[config.mk]
export PLATFORM = sky130hd
export DESIGN_NAME = dmid_decode
export DESIGN_NICKNAME = d
export VERILOG_FILES = /design/src/rtl/dmid_pkg.sv /design/src/rtl/dmid_decode.sv
export SDC_FILE = /design/constraint.sdc
export NUM_CORES = 1
export LEC_CHECK = 0
export BUFFER_PORTS_ARGS = -buffer_cell sky130_fd_sc_hd__buf_2
export CORE_ASPECT_RATIO = 1.25
export CORE_UTILIZATION = 54
export CTS_CLUSTER_DIAMETER = 200
export DETAILED_ROUTE_END_ITERATION = 8
export PLACE_DENSITY_LB_ADDON = 0.3
export SLEW_MARGIN = 25
export SYNTH_ARGS = -nofsm -noshare
export SYNTH_HDL_FRONTEND = slang
export SYNTH_SLANG_ARGS = --single-unit
[constraint.sdc]
create_clock -name clk_sys -period 11.2 [get_ports clk_sys]
set_clock_uncertainty 0.15 [all_clocks]
set_input_delay 2.24 -clock clk_sys [delete_from_list [all_inputs] [get_ports clk_sys]]
set_output_delay 2.24 -clock clk_sys [all_outputs]
set_load 0.02 [all_outputs]
[src/rtl/dmid_pkg.sv]
// Purpose: constants and types for the instruction decode block
// Assumes: 24-bit program words, 16 working registers
// Notes: opcode values are local choices of this decoder
package dmid_pkg;
    localparam int WORD_W = 24; // program word width
    localparam int OPC_LSB = 16; // opcode field
    localparam int OPC_W = 8;
    localparam int WS_LSB = 0; // source register field
    localparam int WD_LSB = 7; // destination register field
    localparam int WB_LSB = 11; // base register field
    localparam int WM_LSB = 4; // dividend register field
    localparam int FILE_W = 13; // file register address width
    localparam int FILE_DST_BIT = 13; // 0: result to default_work_reg
    localparam int BITSEL_LSB = 12; // bit_select_field
    localparam int UNSIGNED_LITERAL_10_LSB = 4; // ten-bit literal field
    localparam int BYTE_BIT = 14; // byte mode select
    localparam int ACC_BIT = 15; // 0: acc A, 1: acc B
    localparam int PAIR_LSB = 12; // multiply pair field
    localparam int XPF_LSB = 8; // x prefetch code
    localparam int YPF_LSB = 4; // y prefetch code
    localparam int XD_LSB = 2; // x prefetch destination
    localparam int YD_LSB = 0; // y prefetch destination
    localparam int SHL_BIT = 14; // 1: shift amount is a literal
    localparam int SHAMT_LSB = 4; // six-bit shift literal
    localparam int AWB_LSB = 0; // write-back code, in opcode low bits
    localparam int HI_ADDR_W = 7; // address bits in second word
    localparam int ZERO_LSB = 16; // must-be-zero bits of second word
    localparam logic [9:0] LIT_BYTE_MAX = 10'h0ff; // byte literal limit
    localparam logic [3:0] W0 = 4'h0;
    localparam logic [3:0] W4 = 4'h4;
    localparam logic [3:0] W8 = 4'h8;
    localparam logic [3:0] W10 = 4'ha;
    localparam logic [3:0] W12 = 4'hc;
    localparam logic [3:0] W13 = 4'hd;
    localparam logic [3:0] PF_NONE = 4'hf; // no prefetch
    localparam logic [3:0] PF_IDX = 4'he; // second register plus W12
    localparam logic [3:0] PF_GRP = 4'h7; // codes per base register
    localparam logic [2:0] PAIR_MAX = 3'h5; // six legal pairs
    // opcodes
    localparam logic [7:0] OP_NOP = 8'h00;
    localparam logic [7:0] OP_CALLI = 8'h01;
    localparam logic [7:0] OP_DWORD = 8'h02;
    localparam logic [7:0] OP_MOVD = 8'h03;
    localparam logic [7:0] OP_RET = 8'h06;
    localparam logic [7:0] OP_RETI = 8'h07;
    localparam logic [7:0] OP_TBL = 8'h0a;
    localparam logic [7:0] OP_BRC = 8'h37;
    localparam logic [7:0] OP_BRA = 8'h38;
    localparam logic [7:0] OP_FILE = 8'h40;
    localparam logic [7:0] OP_BIT = 8'ha0;
    localparam logic [7:0] OP_SKIP = 8'ha6;
    localparam logic [7:0] OP_LIT = 8'hb0;
    localparam logic [7:0] OP_SLIT = 8'hb1;
    localparam logic [7:0] OP_SL16 = 8'hb2;
    localparam logic [5:0] OP_MAC_GRP = 6'h30; // opcodes c0..c3
    localparam logic [7:0] OP_SQR = 8'hc4;
    localparam logic [7:0] OP_SHIFT = 8'hc8;
    localparam logic [7:0] OP_DIV = 8'hd8;
    // cycle counts
    localparam logic [1:0] CYC_1 = 2'h1;
    localparam logic [1:0] CYC_2 = 2'h2;
    localparam logic [1:0] CYC_3 = 2'h3;
    // register port
    localparam logic [3:0] REG_CTRL = 4'h0;
    localparam logic [3:0] REG_FLAGS = 4'h1;
    localparam logic [3:0] REG_LAST = 4'h2;
    localparam int CTRL_EN_BIT = 0;
    localparam logic [15:0] CTRL_RST = 16'h0001;
    typedef enum logic [4:0] {CL_NOP, CL_PLAIN, CL_DWORD, CL_MOVD, CL_BRC,
        CL_BRA, CL_TBL, CL_RET, CL_SKIP, CL_FILE, CL_BIT, CL_LIT, CL_SLIT,
        CL_SL16, CL_MAC, CL_SQR, CL_SHIFT, CL_DIV} dmid_class_type;
    typedef enum logic [1:0] {AWB_NONE, AWB_DIRECT, AWB_POSTINC}
        dmid_awb_type;
    typedef struct packed {
        logic en; // prefetch active
        logic [3:0] addrReg; // address register
        logic indexed; // offset by W12
        logic signed [3:0] step; // post-change in bytes
    } dmid_pf_type;
    typedef struct packed {
        logic c, dc, n, ov, z;
    } dmid_flags_type;
    typedef struct packed {
        logic oa, ob, sa, sb;
    } dmid_dsp_type;
    typedef struct packed {
        logic valid; // execution reports new flags
        logic sticky; // zero flag may only be cleared
        dmid_flags_type mcu;
        dmid_dsp_type dsp;
    } dmid_fupd_type;
    typedef struct packed {
        dmid_class_type cls;
        logic wrEn; // may change registers, memory or flags
        logic byteMode;
        logic accB;
        dmid_awb_type accWb;
        logic [3:0] wb, ws, wd;
        logic [12:0] fileAddr;
        logic [3:0] bitSel;
        logic [15:0] litU; // unsigned literal
        logic [15:0] litS; // sign-extended literal
        logic [22:0] progAddr;
        logic [3:0] mulA, mulB;
        dmid_pf_type xPf, yPf;
        logic [3:0] xDst, yDst;
        logic shiftByLit;
    } dmid_dec_type;
endpackage
[src/rtl/dmid_decode.sv]
// Purpose: instruction decode and cycle timing for the 16-bit DSP core
// Assumes: one program word offered per cycle while instrReady is high
// Notes: filler cycles come out as no-operations with writes disabled
//
// Summary of operation
// (RULE_01) double word is 48 bits, top byte zero
// (RULE_02) lone second word decodes as no-operation
// (RULE_03) one cycle, two when taken or jumping
// (RULE_04) branches, tables, returns take two or three
// (RULE_05) taken skip: two or three cycles by length
// (RULE_06) double-word moves and instructions take two
// (RULE_07) shift names accumulator, amount register or literal
// (RULE_08) accumulator field selects A or B
// (RULE_09) write-back to W13 or post-increment by two
// (RULE_10) bit select is four bits, 0 to 15
// (RULE_11) file address spans zero to 0x1fff
// (RULE_12) ten-bit literal limited to 255 in byte mode
// (RULE_13) program address literal least bit is zero
// (RULE_14) signed literals decoded in two's complement
// (RULE_15) five arithmetic flags, zero flag sticky
// (RULE_16) four accumulator overflow and saturation flags
// (RULE_17) file ops use W0 as default register
// (RULE_18) register fields select W0 to W15
// (RULE_19) square uses one of W4 to W7
// (RULE_20) multiply uses six pairs of W4..W7
// (RULE_21) x prefetch: W8/W9 modes, W9+W12, none
// (RULE_22) y prefetch: W10/W11 modes, W11+W12, none
// (RULE_23) prefetch destinations W4..W7, divide direct registers
// (RULE_24) filler cycles change no state
//
// Our own choices: the register offsets and strobed register access.
`timescale 1ns/1ps
module dmid_decode
    import dmid_pkg::*;
(
    input wire logic clk_sys, // system clock
    input wire logic srst, // synchronous reset
    input wire logic instrValid, // program word offered
    input wire logic [WORD_W-1:0] instrWord, // program word
    input wire logic condTrue, // condition of current branch holds
    input wire logic skipTaken, // current skip instruction skips
    input wire dmid_fupd_type flagUpd, // flag results from execution
    input wire logic [3:0] regAddr, // register address
    input wire logic [15:0] regWdata, // register write data
    input wire logic regWr, // register write strobe
    input wire logic regRd, // register read strobe
    output logic [15:0] regRdata, // read data, cycle after strobe
    output logic instrReady, // decoder takes a word this cycle
    output logic decValid, // decoded instruction valid
    output dmid_dec_type decOut, // decoded fields
    output logic [1:0] decCycles, // cycles of this instruction
    output logic fillerNop, // filler or skipped no-operation
    output logic illegal, // operand out of range
    output dmid_flags_type mcuFlags, // arithmetic status flags
    output dmid_dsp_type dspFlags // accumulator status flags
);
    typedef enum logic [1:0] {ST_RUN, ST_WORD2, ST_FILL} dmid_state_type;

    dmid_state_type state_q; // sequencing state
    logic [15:0] ctrl_q; // control register
    logic [15:0] rdata_q; // read data
    logic ready_q; // word acceptance
    logic decValid_q; // output valid
    dmid_dec_type dec_q; // decoded output
    logic [1:0] cyc_q; // cycle count output
    logic nop_q; // filler output
    logic ill_q; // illegal output
    logic [1:0] fill_q; // filler cycles left
    logic skipPend_q; // next word is skipped
    logic swallow_q; // second word of a skipped one
    logic [WORD_W-1:0] first_q; // first word of double word
    logic [7:0] lastOpc_q; // last opcode seen
    dmid_flags_type mcu_q; // arithmetic flags
    dmid_dsp_type dsp_q; // accumulator flags
    dmid_dec_type dec_d; // single-word decode
    dmid_dec_type dw_d; // double-word decode
    dmid_class_type cls; // class of offered word
    logic [1:0] cyc_d; // cycles of offered word
    logic ill_d; // single-word operand error
    logic dwIll_d; // double-word operand error
    logic take; // a word is accepted
    logic en; // decoding enabled

    // opcode to class
    function automatic dmid_class_type classOf(input logic [7:0] opc);
        dmid_class_type c;
        c = CL_PLAIN;
        if (opc[7:2] == OP_MAC_GRP) begin
            c = CL_MAC;
        end else begin
            case (opc)
                OP_NOP: c = CL_NOP;
                OP_DWORD: c = CL_DWORD;
                OP_MOVD: c = CL_MOVD;
                OP_BRC: c = CL_BRC;
                OP_BRA, OP_CALLI: c = CL_BRA;
                OP_TBL: c = CL_TBL;
                OP_RET, OP_RETI: c = CL_RET;
                OP_SKIP: c = CL_SKIP;
                OP_FILE: c = CL_FILE;
                OP_BIT: c = CL_BIT;
                OP_LIT: c = CL_LIT;
                OP_SLIT: c = CL_SLIT;
                OP_SL16: c = CL_SL16;
                OP_SQR: c = CL_SQR;
                OP_SHIFT: c = CL_SHIFT;
                OP_DIV: c = CL_DIV;
                default: c = CL_PLAIN;
            endcase
        end
        return c;
    endfunction

    // prefetch code to address mode, used for x and y space
    function automatic dmid_pf_type pfDecode(input logic [3:0] code,
                                             input logic [3:0] base);
        dmid_pf_type p;
        logic [3:0] k;
        p = '0;
        k = (code < PF_GRP) ? code : code - PF_GRP;
        if (code == PF_NONE) begin
            p.en = 1'b0; // no prefetch
        end else if (code == PF_IDX) begin
            p.en = 1'b1;
            p.addrReg = base + 4'h1;
            p.indexed = 1'b1;
        end else begin
            p.en = 1'b1;
            p.addrReg = (code < PF_GRP) ? base : base + 4'h1;
            case (k)
                4'h0: p.step = 4'sh6;
                4'h1: p.step = 4'sh4;
                4'h2: p.step = 4'sh2;
                4'h3: p.step = 4'sh0;
                4'h4: p.step = -4'sh6;
                4'h5: p.step = -4'sh4;
                default: p.step = -4'sh2;
            endcase
        end
        return p;
    endfunction

    assign cls = classOf(instrWord[OPC_LSB +: OPC_W]);
    assign en = ctrl_q[CTRL_EN_BIT];
    assign take = instrValid && ready_q;

    // single-word field decode and cycle count
    always_comb begin
        logic [2:0] pr;
        pr = instrWord[PAIR_LSB +: 3];
        dec_d = '0;
        ill_d = 1'b0;
        cyc_d = CYC_1; // RULE_03
        dec_d.cls = cls;
        dec_d.wrEn = (cls != CL_NOP);
        dec_d.ws = instrWord[WS_LSB +: 4]; // RULE_18
        dec_d.wd = instrWord[WD_LSB +: 4]; // RULE_18
        dec_d.wb = instrWord[WB_LSB +: 4]; // RULE_18
        dec_d.byteMode = instrWord[BYTE_BIT];
        dec_d.accB = instrWord[ACC_BIT]; // RULE_08
        case (cls)
            CL_BRC: cyc_d = condTrue ? CYC_2 : CYC_1; // RULE_03
            CL_BRA, CL_TBL: cyc_d = CYC_2; // RULE_04
            CL_RET: cyc_d = CYC_3; // RULE_04
            CL_MOVD: cyc_d = CYC_2; // RULE_06
            CL_FILE: begin
                dec_d.fileAddr = instrWord[FILE_W-1:0]; // RULE_11
                dec_d.wb = W0; // RULE_17
                dec_d.wd = instrWord[FILE_DST_BIT] ? W0 : W0; // RULE_17
                dec_d.byteMode = ~instrWord[FILE_DST_BIT];
            end
            CL_BIT: dec_d.bitSel = instrWord[BITSEL_LSB +: 4]; // RULE_10
            CL_LIT: begin
                dec_d.litU = {6'h00, instrWord[UNSIGNED_LITERAL_10_LSB +: 10]};
                ill_d = instrWord[BYTE_BIT]
                    && (instrWord[UNSIGNED_LITERAL_10_LSB +: 10] > LIT_BYTE_MAX); // RULE_12
            end
            CL_SLIT: dec_d.litS = {{6{instrWord[UNSIGNED_LITERAL_10_LSB + 9]}},
                instrWord[UNSIGNED_LITERAL_10_LSB +: 10]}; // RULE_14
            CL_SL16: begin
                dec_d.litS = instrWord[15:0]; // RULE_14
                dec_d.litU = instrWord[15:0]; // RULE_12
            end
            CL_MAC: begin
                case (pr) // RULE_20
                    3'h0: {dec_d.mulA, dec_d.mulB} = {W4, W4 + 4'h1};
                    3'h1: {dec_d.mulA, dec_d.mulB} = {W4, W4 + 4'h2};
                    3'h2: {dec_d.mulA, dec_d.mulB} = {W4, W4 + 4'h3};
                    3'h3: {dec_d.mulA, dec_d.mulB} = {W4 + 4'h1, W4 + 4'h2};
                    3'h4: {dec_d.mulA, dec_d.mulB} = {W4 + 4'h1, W4 + 4'h3};
                    default: {dec_d.mulA, dec_d.mulB} = {W4 + 4'h2, W4 + 4'h3};
                endcase
                ill_d = (pr > PAIR_MAX); // RULE_20
                dec_d.xPf = pfDecode(instrWord[XPF_LSB +: 4], W8); // RULE_21
                dec_d.yPf = pfDecode(instrWord[YPF_LSB +: 4], W10); // RULE_22
                dec_d.xDst = W4 + {2'h0, instrWord[XD_LSB +: 2]}; // RULE_23
                dec_d.yDst = W4 + {2'h0, instrWord[YD_LSB +: 2]}; // RULE_23
                case (instrWord[OPC_LSB + AWB_LSB +: 2]) // RULE_09
                    2'h1: dec_d.accWb = AWB_DIRECT;
                    2'h2: dec_d.accWb = AWB_POSTINC;
                    2'h3: begin
                        dec_d.accWb = AWB_NONE;
                        ill_d = 1'b1; // no such write-back
                    end
                    default: dec_d.accWb = AWB_NONE;
                endcase
                if (dec_d.accWb != AWB_NONE) begin
                    dec_d.wd = W13; // RULE_09
                end
            end
            CL_SQR: begin
                dec_d.mulA = W4 + {2'h0, instrWord[1:0]}; // RULE_19
                dec_d.mulB = W4 + {2'h0, instrWord[1:0]}; // RULE_19
            end
            CL_SHIFT: begin
                dec_d.shiftByLit = instrWord[SHL_BIT]; // RULE_07
                dec_d.litS = {{10{instrWord[SHAMT_LSB + 5]}},
                    instrWord[SHAMT_LSB +: 6]}; // RULE_07
            end
            CL_DIV: begin
                dec_d.wb = instrWord[WM_LSB +: 4]; // RULE_23
                dec_d.ws = instrWord[WS_LSB +: 4]; // RULE_23
            end
            default: cyc_d = CYC_1;
        endcase
    end

    // double-word decode from held first word and second word
    always_comb begin
        dw_d = '0;
        dw_d.cls = CL_DWORD;
        dw_d.wrEn = 1'b1;
        dw_d.progAddr = {instrWord[HI_ADDR_W-1:0], first_q[15:0]};
        dwIll_d = (instrWord[WORD_W-1:ZERO_LSB] != 8'h00) // RULE_01
            || first_q[0]; // RULE_13
    end

    // sequencing: fetch, second word, filler and skip
    always_ff @(posedge clk_sys) begin
        if (srst) begin
            state_q <= ST_RUN;
            ready_q <= 1'b0;
            decValid_q <= 1'b0;
            dec_q <= '0;
            cyc_q <= CYC_1;
            nop_q <= 1'b0;
            ill_q <= 1'b0;
            fill_q <= 2'h0;
            skipPend_q <= 1'b0;
            swallow_q <= 1'b0;
            first_q <= '0;
        end else begin
            ready_q <= 1'b1;
            decValid_q <= 1'b0;
            nop_q <= 1'b0;
            ill_q <= 1'b0;
            cyc_q <= CYC_1;
            dec_q <= '0; // idle output carries no writes
            case (state_q)
                ST_RUN: begin
                    if (take) begin
                        decValid_q <= 1'b1;
                        if (skipPend_q) begin
                            // skipped word runs as a nop
                            skipPend_q <= 1'b0;
                            nop_q <= 1'b1; // RULE_05 RULE_24
                            if (cls == CL_DWORD) begin
                                swallow_q <= 1'b1; // RULE_05
                                state_q <= ST_WORD2;
                            end
                        end else if (!en || cls == CL_NOP) begin
                            dec_q.cls <= CL_NOP; // RULE_02
                        end else if (cls == CL_DWORD) begin
                            first_q <= instrWord;
                            decValid_q <= 1'b0;
                            state_q <= ST_WORD2;
                        end else begin
                            dec_q <= dec_d;
                            cyc_q <= cyc_d;
                            ill_q <= ill_d;
                            skipPend_q <= (cls == CL_SKIP) && skipTaken;
                            if (cyc_d != CYC_1) begin
                                fill_q <= cyc_d - CYC_1; // RULE_03 RULE_04
                                ready_q <= 1'b0;
                                state_q <= ST_FILL;
                            end
                        end
                    end
                end
                ST_WORD2: begin
                    if (instrValid) begin
                        decValid_q <= 1'b1;
                        state_q <= ST_RUN;
                        swallow_q <= 1'b0;
                        if (swallow_q) begin
                            nop_q <= 1'b1; // RULE_05 RULE_24
                        end else begin
                            dec_q <= dw_d;
                            cyc_q <= CYC_2; // RULE_06
                            ill_q <= dwIll_d; // RULE_01 RULE_13
                        end
                    end
                end
                ST_FILL: begin
                    // filler cycle: nop with writes off
                    decValid_q <= 1'b1;
                    nop_q <= 1'b1; // RULE_03 RULE_24
                    fill_q <= fill_q - 2'h1;
                    if (fill_q != 2'h1) begin
                        ready_q <= 1'b0;
                    end else begin
                        state_q <= ST_RUN;
                    end
                end
                default: state_q <= ST_RUN;
            endcase
        end
    end

    // status flags, untouched while a nop or filler is out
    always_ff @(posedge clk_sys) begin
        if (srst) begin
            mcu_q <= '0;
            dsp_q <= '0;
        end else if (flagUpd.valid && dec_q.wrEn && !nop_q) begin // RULE_24
            mcu_q.c <= flagUpd.mcu.c; // RULE_15
            mcu_q.dc <= flagUpd.mcu.dc;
            mcu_q.n <= flagUpd.mcu.n;
            mcu_q.ov <= flagUpd.mcu.ov;
            // sticky zero may only be cleared
            mcu_q.z <= flagUpd.sticky ? (mcu_q.z & flagUpd.mcu.z)
                                      : flagUpd.mcu.z; // RULE_15
            dsp_q <= flagUpd.dsp; // RULE_16
        end
    end

    // last accepted opcode for software
    always_ff @(posedge clk_sys) begin
        if (srst) begin
            lastOpc_q <= 8'h00;
        end else if (take) begin
            lastOpc_q <= instrWord[OPC_LSB +: OPC_W];
        end
    end

    // control register write
    always_ff @(posedge clk_sys) begin
        if (srst) begin
            ctrl_q <= CTRL_RST;
        end else if (regWr && regAddr == REG_CTRL) begin
            ctrl_q <= {15'h0000, regWdata[CTRL_EN_BIT]};
        end
    end

    // register read, data in the following cycle only
    always_ff @(posedge clk_sys) begin
        if (srst) begin
            rdata_q <= 16'h0000;
        end else if (regRd) begin
            case (regAddr)
                REG_CTRL: rdata_q <= ctrl_q;
                REG_FLAGS: rdata_q <= {7'h00, dsp_q, mcu_q};
                REG_LAST: rdata_q <= {3'h0, ill_q, cyc_q, state_q, lastOpc_q};
                default: rdata_q <= 16'h0000; // unmapped reads zero
            endcase
        end else begin
            rdata_q <= 16'h0000;
        end
    end

    assign regRdata = rdata_q;
    assign instrReady = ready_q;
    assign decValid = decValid_q;
    assign decOut = dec_q;
    assign decCycles = cyc_q;
    assign fillerNop = nop_q;
    assign illegal = ill_q;
    assign mcuFlags = mcu_q;
    assign dspFlags = dsp_q;
endmodule

==> results_dict.tcl, run 1 <==
set metrics [dict create \
    outcome "complete, no violations" \
    cts_setup_buffers 0 \
    cts.sinks 176 \
    worstSetupEndpointType "register" \
    ctsResizeCount 0 \
    htree_levels 4 \
    rows 45 \
    grt_max_degree 58 \
    grt_pass1_vias 5362 \
    layout_common_cells "buf_2, dfxtp_1, nor2_1" \
    cp.required_ns 11.40 \
    worstMarginPinSlew_ns 0.980 \
    setup_viol 0 \
    crit_chain "buf_2, inv_1, ha_1, o21ai_0, o211ai_1, a31oi_1, nand3_1, a21oi_1, nor2_1, ha_1, nor4b_1, o31ai_1, mux2i_1, a211oi_1" \
    antenna_found_initial 0 \
    syn_area_per_cell_um2 9.10 \
    layout.nets 995 \
    drtIter0Drc 403 \
    synth_cells 761 \
    syn2layout_area_growth_pct 21.9 \
    fmax_mhz 180 \
    cts_buffer_depth 2 \
    die_area_um2 13300 \
    hold_depth 1 \
    firstDrtPassIters 5 \
    start_util_pct 56.2 \
    hp-class "register to register" \
    fin_tns_setup_ns 0 \
    synth_area_um2 6930 \
    grt_first_pass_wirelength_um 27900 \
    final_common_cell "buf_2" \
    path_common_cell "ha_1" \
    core_um2 12300 \
    synth.distinct_cells 61 \
    synth_area_leaders "dfxtp_1, a21oi_1, nor2_1" \
    final.period_utilization_pct 49.7 \
    async_reset_ff_share_pct 0 \
    slew_headroom_pct 34.7 \
    whs_ns 0.309 \
    grt_setup_unrepaired "no" \
    yosysWarnings 0 \
    ir_drop_mv 0.0899 \
    p_per_area_nw_per_um2 154 \
    synth_seq_cells 176 \
    drc 0 \
    final-hold-violation-count 0 \
    root_buffer "clkbuf_16" \
    slowest_delay_ns 0.45 \
    diodes 0 \
    crit_fanout 11 \
    maxCapViolCount 0 \
    cp_slowest_cell "a31oi_1" \
    clk_pin_slew_ns 0.07 \
    yosysSeqAreaShare_pct 50.9 \
    drv_slew 0 \
    viasPerCell 5.48 \
    synth_top_area_share_pct 50.9 \
    ios 224 \
    io_buffers 196 \
    worst_ep_arrival_time_ns 5.76 \
    cts_tree "built" \
    grtUsageTotal_pct 28.0 \
    worstSetupStartpointType "input port" \
    gp_congestion 0.888 \
    detail_route.wl_per_cell_um 16.5 \
    die_y_um 129 \
    hpwl_um 12500 \
    synth_edf_count 0 \
    utilization_pct 68.5 \
    r2r_cells 7 \
    final_layout_size_suffix_gt1_share_pct 26.7 \
    ant_nets 0 \
    synth_top_area_cell "dfxtp_1" \
    yosys_most_used_dff "dfxtp_1" \
    crit_type "input port to register" \
    route.vias.total 6024 \
    p_leak_nw 3.85 \
    grt_overflow 0 \
    clk_latency_ns 0.43 \
    cts_hold_buf 0 \
    routed_wl_um 18100 \
    die_w_um 103 \
    cts_made_buffers 17 \
    post-route-min-period_ns 5.56 \
]
[path summary, 6_finish.rpt]
| path | slack, ns | end | startpoint |
|---|---|---|---|
| worst max-delay path | 5.64 | fill_q[1] | instrWord[16] |
| worst min-delay path | 0.31 | regRdata[12] | illegal |
| worst max register to register | 7.79 | decOut[94] | instrReady |
| worst min register to register | 0.31 | regRdata[12] | illegal |
[area by class of cell]
class / instances / area, um^2
clock inverters: 15 / 168
flip-flops and latches: 176 / 3520
multi-input cells: 504 / 3020
inverters: 22 / 82.6
fillers: 1048 / 3880
clock buffers: 17 / 425
repair buffers: 202 / 1030
well taps: 164 / 205
[stage by stage]
step / setup WS, ns / power [mW] / instance area (um^2) / cells
finish: 5.64 / 1.30 / 8450 / 1100
global route: 5.30 / 1.35 / 8450 / 1100
CTS: 5.70 / 1.31 / 8450 / 1100
detailed placement: 5.31 / 0.735 / 7850 / 1068
global placement: 5.37 / 0.733 / 7850 / 1068
floorplan: 5.85 / 0.709 / 6970 / 772
[synth_stat cells, types with 9 or more instances]
library cell and n:
and2_1 42, nor4_1 10, a31oi_1 17, dfxtp_1 176, ha_1 10, clkbuf_1 28
a22oi_1 12, inv_1 22, and3_1 20, buf_4 18, a21oi_1 59, nand3_1 12
buf_2 20, o21ai_0 28, nand3b_1 9, nor3_1 22, nor2_1 78, mux2i_1 28
nand2_1 62
[critical path, delay by kind of cell]
| family | cells | cell delay [ns] |
|---|---|---|
| buffers and inverters | 2 | 0.19 |
| AO/OA/AOI/OAI | 6 | 1.68 |
| adder cells (fa/ha/maj) | 2 | 0.53 |
| AND/OR/NAND/NOR | 3 | 0.96 |
| multiplexers | 1 | 0.17 |
[flip-flops by register name, indices dropped and copies added, names as in the netlist, 4 cells and up]
| register | flops |
|---|---|
| decOut | 117 |
| dspFlags | 4 |
| first_q | 16 |
| lastOpc_q | 8 |
| mcuFlags | 5 |
| regRdata | 13 |
[cells by family (layout without fill, tap and decap cells)]
logic type | after synthesis | count (layout) | share of synthesized area [%]
AND/OR/NAND/NOR | 291 | 291 | 21.7
flip-flops | 176 | 176 | 50.9
multiplexers | 28 | 28 | 4.05
adder cells (fa/ha/maj) | 10 | 10 | 1.81
XOR/XNOR | 5 | 5 | 0.632
buffers and inverters | 92 | 256 | 6.43
AO/OA/AOI/OAI | 158 | 158 | 14.5
other | 1 | 12 | 0.0541
[routing by layer]
layer  GRT usage (%)  vias up  part of all wire (%)
met3            5.98       34                   6.2
met2            47.6      241                    50
met1            34.2     2819                    42
met4            11.4        0                   2.3
li1                -     2930                     -
met5               0        -                     0
[where the power goes]
| group | internal, mW | switching (mW) |
|---|---|---|
| Clock | 0.316 | 0.266 |
| Sequential | 0.631 | 0.00320 |
| Combinational | 0.0264 | 0.0615 |
No activity file was read; power rests on OpenSTA's default activity.
==> inputs of run 2 (changes only) <==
--- a/config.mk
+++ b/config.mk
@@ -5,9 +5,10 @@
 export SDC_FILE = /design/constraint.sdc
 export NUM_CORES = 1
 export LEC_CHECK = 0
+export ABC_AREA = 1
 export BUFFER_PORTS_ARGS = -buffer_cell sky130_fd_sc_hd__buf_2
 export CORE_ASPECT_RATIO = 1.25
-export CORE_UTILIZATION = 54
+export CORE_UTILIZATION = 51
 export CTS_CLUSTER_DIAMETER = 200
 export DETAILED_ROUTE_END_ITERATION = 8
 export PLACE_DENSITY_LB_ADDON = 0.3
==> constraint.sdc (replaced) <==
create_clock -name clk_sys -period 5.7 [get_ports clk_sys]
set_clock_uncertainty 0.15 [all_clocks]
set_input_delay 1.14 -clock clk_sys [delete_from_list [all_inputs] [get_ports clk_sys]]
set_output_delay 1.14 -clock clk_sys [all_outputs]
set_load 0.02 [all_outputs]
==> run 2 against run 1 <==
Net effect: synthesized cell count up 13%; worst setup slack worse by 3.7 ns; critical path depth up 9; routed wire length up 2.5%; via count up 3.8%; count of clock-buffer cells in the layout up 2; sequential share of layout area about the same.
==> results_dict.tcl, run 2 <==
set metrics [dict create \
    clk_pin_slew_ns 0.07 \
    crit_type "input port to register" \
    yosys_most_used_dff "dfxtp_1" \
    final-hold-violation-count 0 \
    cts_buffer_depth 2 \
    setup_viol 0 \
    grt_setup_unrepaired "no" \
    viasPerCell 5.11 \
    grt_overflow 0 \
    grtUsageTotal_pct 26.6 \
    slew_headroom_pct 42.5 \
    p_leak_nw 4.19 \
    grt_pass1_vias 5835 \
    synth_area_leaders "dfxtp_1, nor2_1, nand2_1" \
    startpoint "instrWord[16]" \
    synth_cells 860 \
    io_buffers 196 \
    p_per_area_nw_per_um2 308 \
    ios 224 \
    worstMarginPinSlew_ns 0.860 \
    async_reset_ff_share_pct 0 \
    hpwl_um 13900 \
    synth.distinct_cells 45 \
    cts_made_buffers 17 \
    whs_ns 0.288 \
    final_layout_size_suffix_gt1_share_pct 26.9 \
    die_y_um 132 \
    layout.nets 1113 \
    utilization_pct 63.8 \
    largest_reg_flops 117 \
    firstDrtPassIters 5 \
    cts.sinks 176 \
    cts_setup_buffers 0 \
    core_um2 13200 \
    final.period_utilization_pct 65.8 \
    layout_common_cells "buf_2, dfxtp_1, nor2_1" \
    detail_route.wl_per_cell_um 15.2 \
    hp-class "register to register" \
    drtIter0Drc 273 \
    grt_first_pass_wirelength_um 28800 \
    cts_tree "built" \
    drv_slew 0 \
    diodes 0 \
    ir_drop_mv 0.168 \
    synth_seq_cells 176 \
    synth.most_common_cell "dfxtp_1" \
    maxCapViolCount 0 \
    synth_edf_count 0 \
    antenna_found_initial 0 \
    ctsResizeCount 0 \
    die_area_um2 14000 \
    crit_chain "buf_2, inv_1, ha_1, nand3_2, nor2_2, nor2_1, nand3_1, nor2_1, nand2_2, nand3_1, inv_1, nand2_1, nand3_1, nand2_1, ha_1, inv_1, nand2_1, nor3_1, nand3_1, nand3_1, nand2_1, nor2_1, nor2_1" \
    start_util_pct 52.0 \
    worstSetupStartpointType "input port" \
    clk_latency_ns 0.42 \
    final.fill_count 1217 \
    yosysWarnings 0 \
    gp_congestion 0.919 \
    rr_startpoint "instrReady" \
    worstSetupEndpointType "register" \
    slowest_delay_ns 0.32 \
    die_w_um 106 \
    routed_wl_um 18600 \
    syn2layout_area_growth_pct 22.6 \
    cts_hold_buf 0 \
    synth_common_cells "dfxtp_1, nor2_1, nand2_1, inv_1, a21oi_1" \
    fin_tns_setup_ns 0 \
    post-route-min-period_ns 3.75 \
    drc 0 \
    yosysSeqAreaShare_pct 51.2 \
    ant_nets 0 \
    synth_top_area_share_pct 51.2 \
    htree_levels 4 \
    cp_slowest_cell "nor2_2" \
    grt_max_degree 42 \
    rows 47 \
    syn_area_per_cell_um2 8.01 \
    route.vias.total 6255 \
    synth_area_um2 6890 \
    fmax_mhz 267 \
    final_common_cell "buf_2" \
    outcome "complete, no violations" \
    path_common_cell "nand3_1" \
    worst_ep_arrival_time_ns 3.91 \
    synth_top_area_cell "dfxtp_1" \
    hold_start "first_q[5]" \
    crit_fanout 6 \
    rrSetupSlack_ns 3.04 \
    root_buffer "clkbuf_16" \
    cp.required_ns 5.86 \
]
## run 2: cell families after synthesis
logic type,share of synthesized area (%)
AND/OR/NAND/NOR,24.3
flip-flops,51.2
buffers and inverters,10.7
AO/OA/AOI/OAI,11.7
adder cells (fa/ha/maj),1.82
XOR/XNOR,0.254
other,0.0545
## run 2: per-stage QoR
step,cell area (um^2),std cells,total power [mW],setup WS [ns]
finish,8440,1225,2.60,1.95
global route,8440,1225,2.68,1.70
CTS,8440,1225,2.61,2.00
detailed placement,7850,1193,1.47,1.53
global placement,7850,1193,1.47,1.60
floorplan,6930,871,1.41,2.20
## run 2: worst paths after layout
| path | endpoint | cells past startpoint |
|---|---|---|
| max reg2reg | decOut[20] | 8 |
| min | decOut[42] | 2 |
| min reg2reg | decOut[42] | 2 |
| max | fill_q[0] | 23 |
## run 2: final cells by class
cell class                 count  area [um^2]  area share (%)
clock buffer                  19          443            5.25
clock inverter                13          151            1.79
inverter                     121          454            5.38
multi-input combinational    528         2670            31.6
sequential                   176         3520            41.7
tap                          171          214            2.53
timing repair buffer         197          988            11.7
## run 2: metal layers
layer	vias up	global-route usage, %	part of all wire [%]
li1	3094	-	-
met5	-	0	0
met4	0	11.9	2.8
met3	49	5.04	6.0
met2	255	48.1	52
met1	2857	30.1	40
## run 2: critical path, delay by kind of cell
kind                     cells  cell delay, ns
adder cells (fa/ha/maj)      2            0.51
AND/OR/NAND/NOR             17            1.89
buffers and inverters        4            0.38
## run 2: power breakdown
group | total, mW | switching [mW] | internal (mW)
clock | 1.15 | 0.522 | 0.631
combinational | 0.195 | 0.140 | 0.0546
sequential | 1.25 | 0.00658 | 1.24
total | 2.60 | 0.669 | 1.93
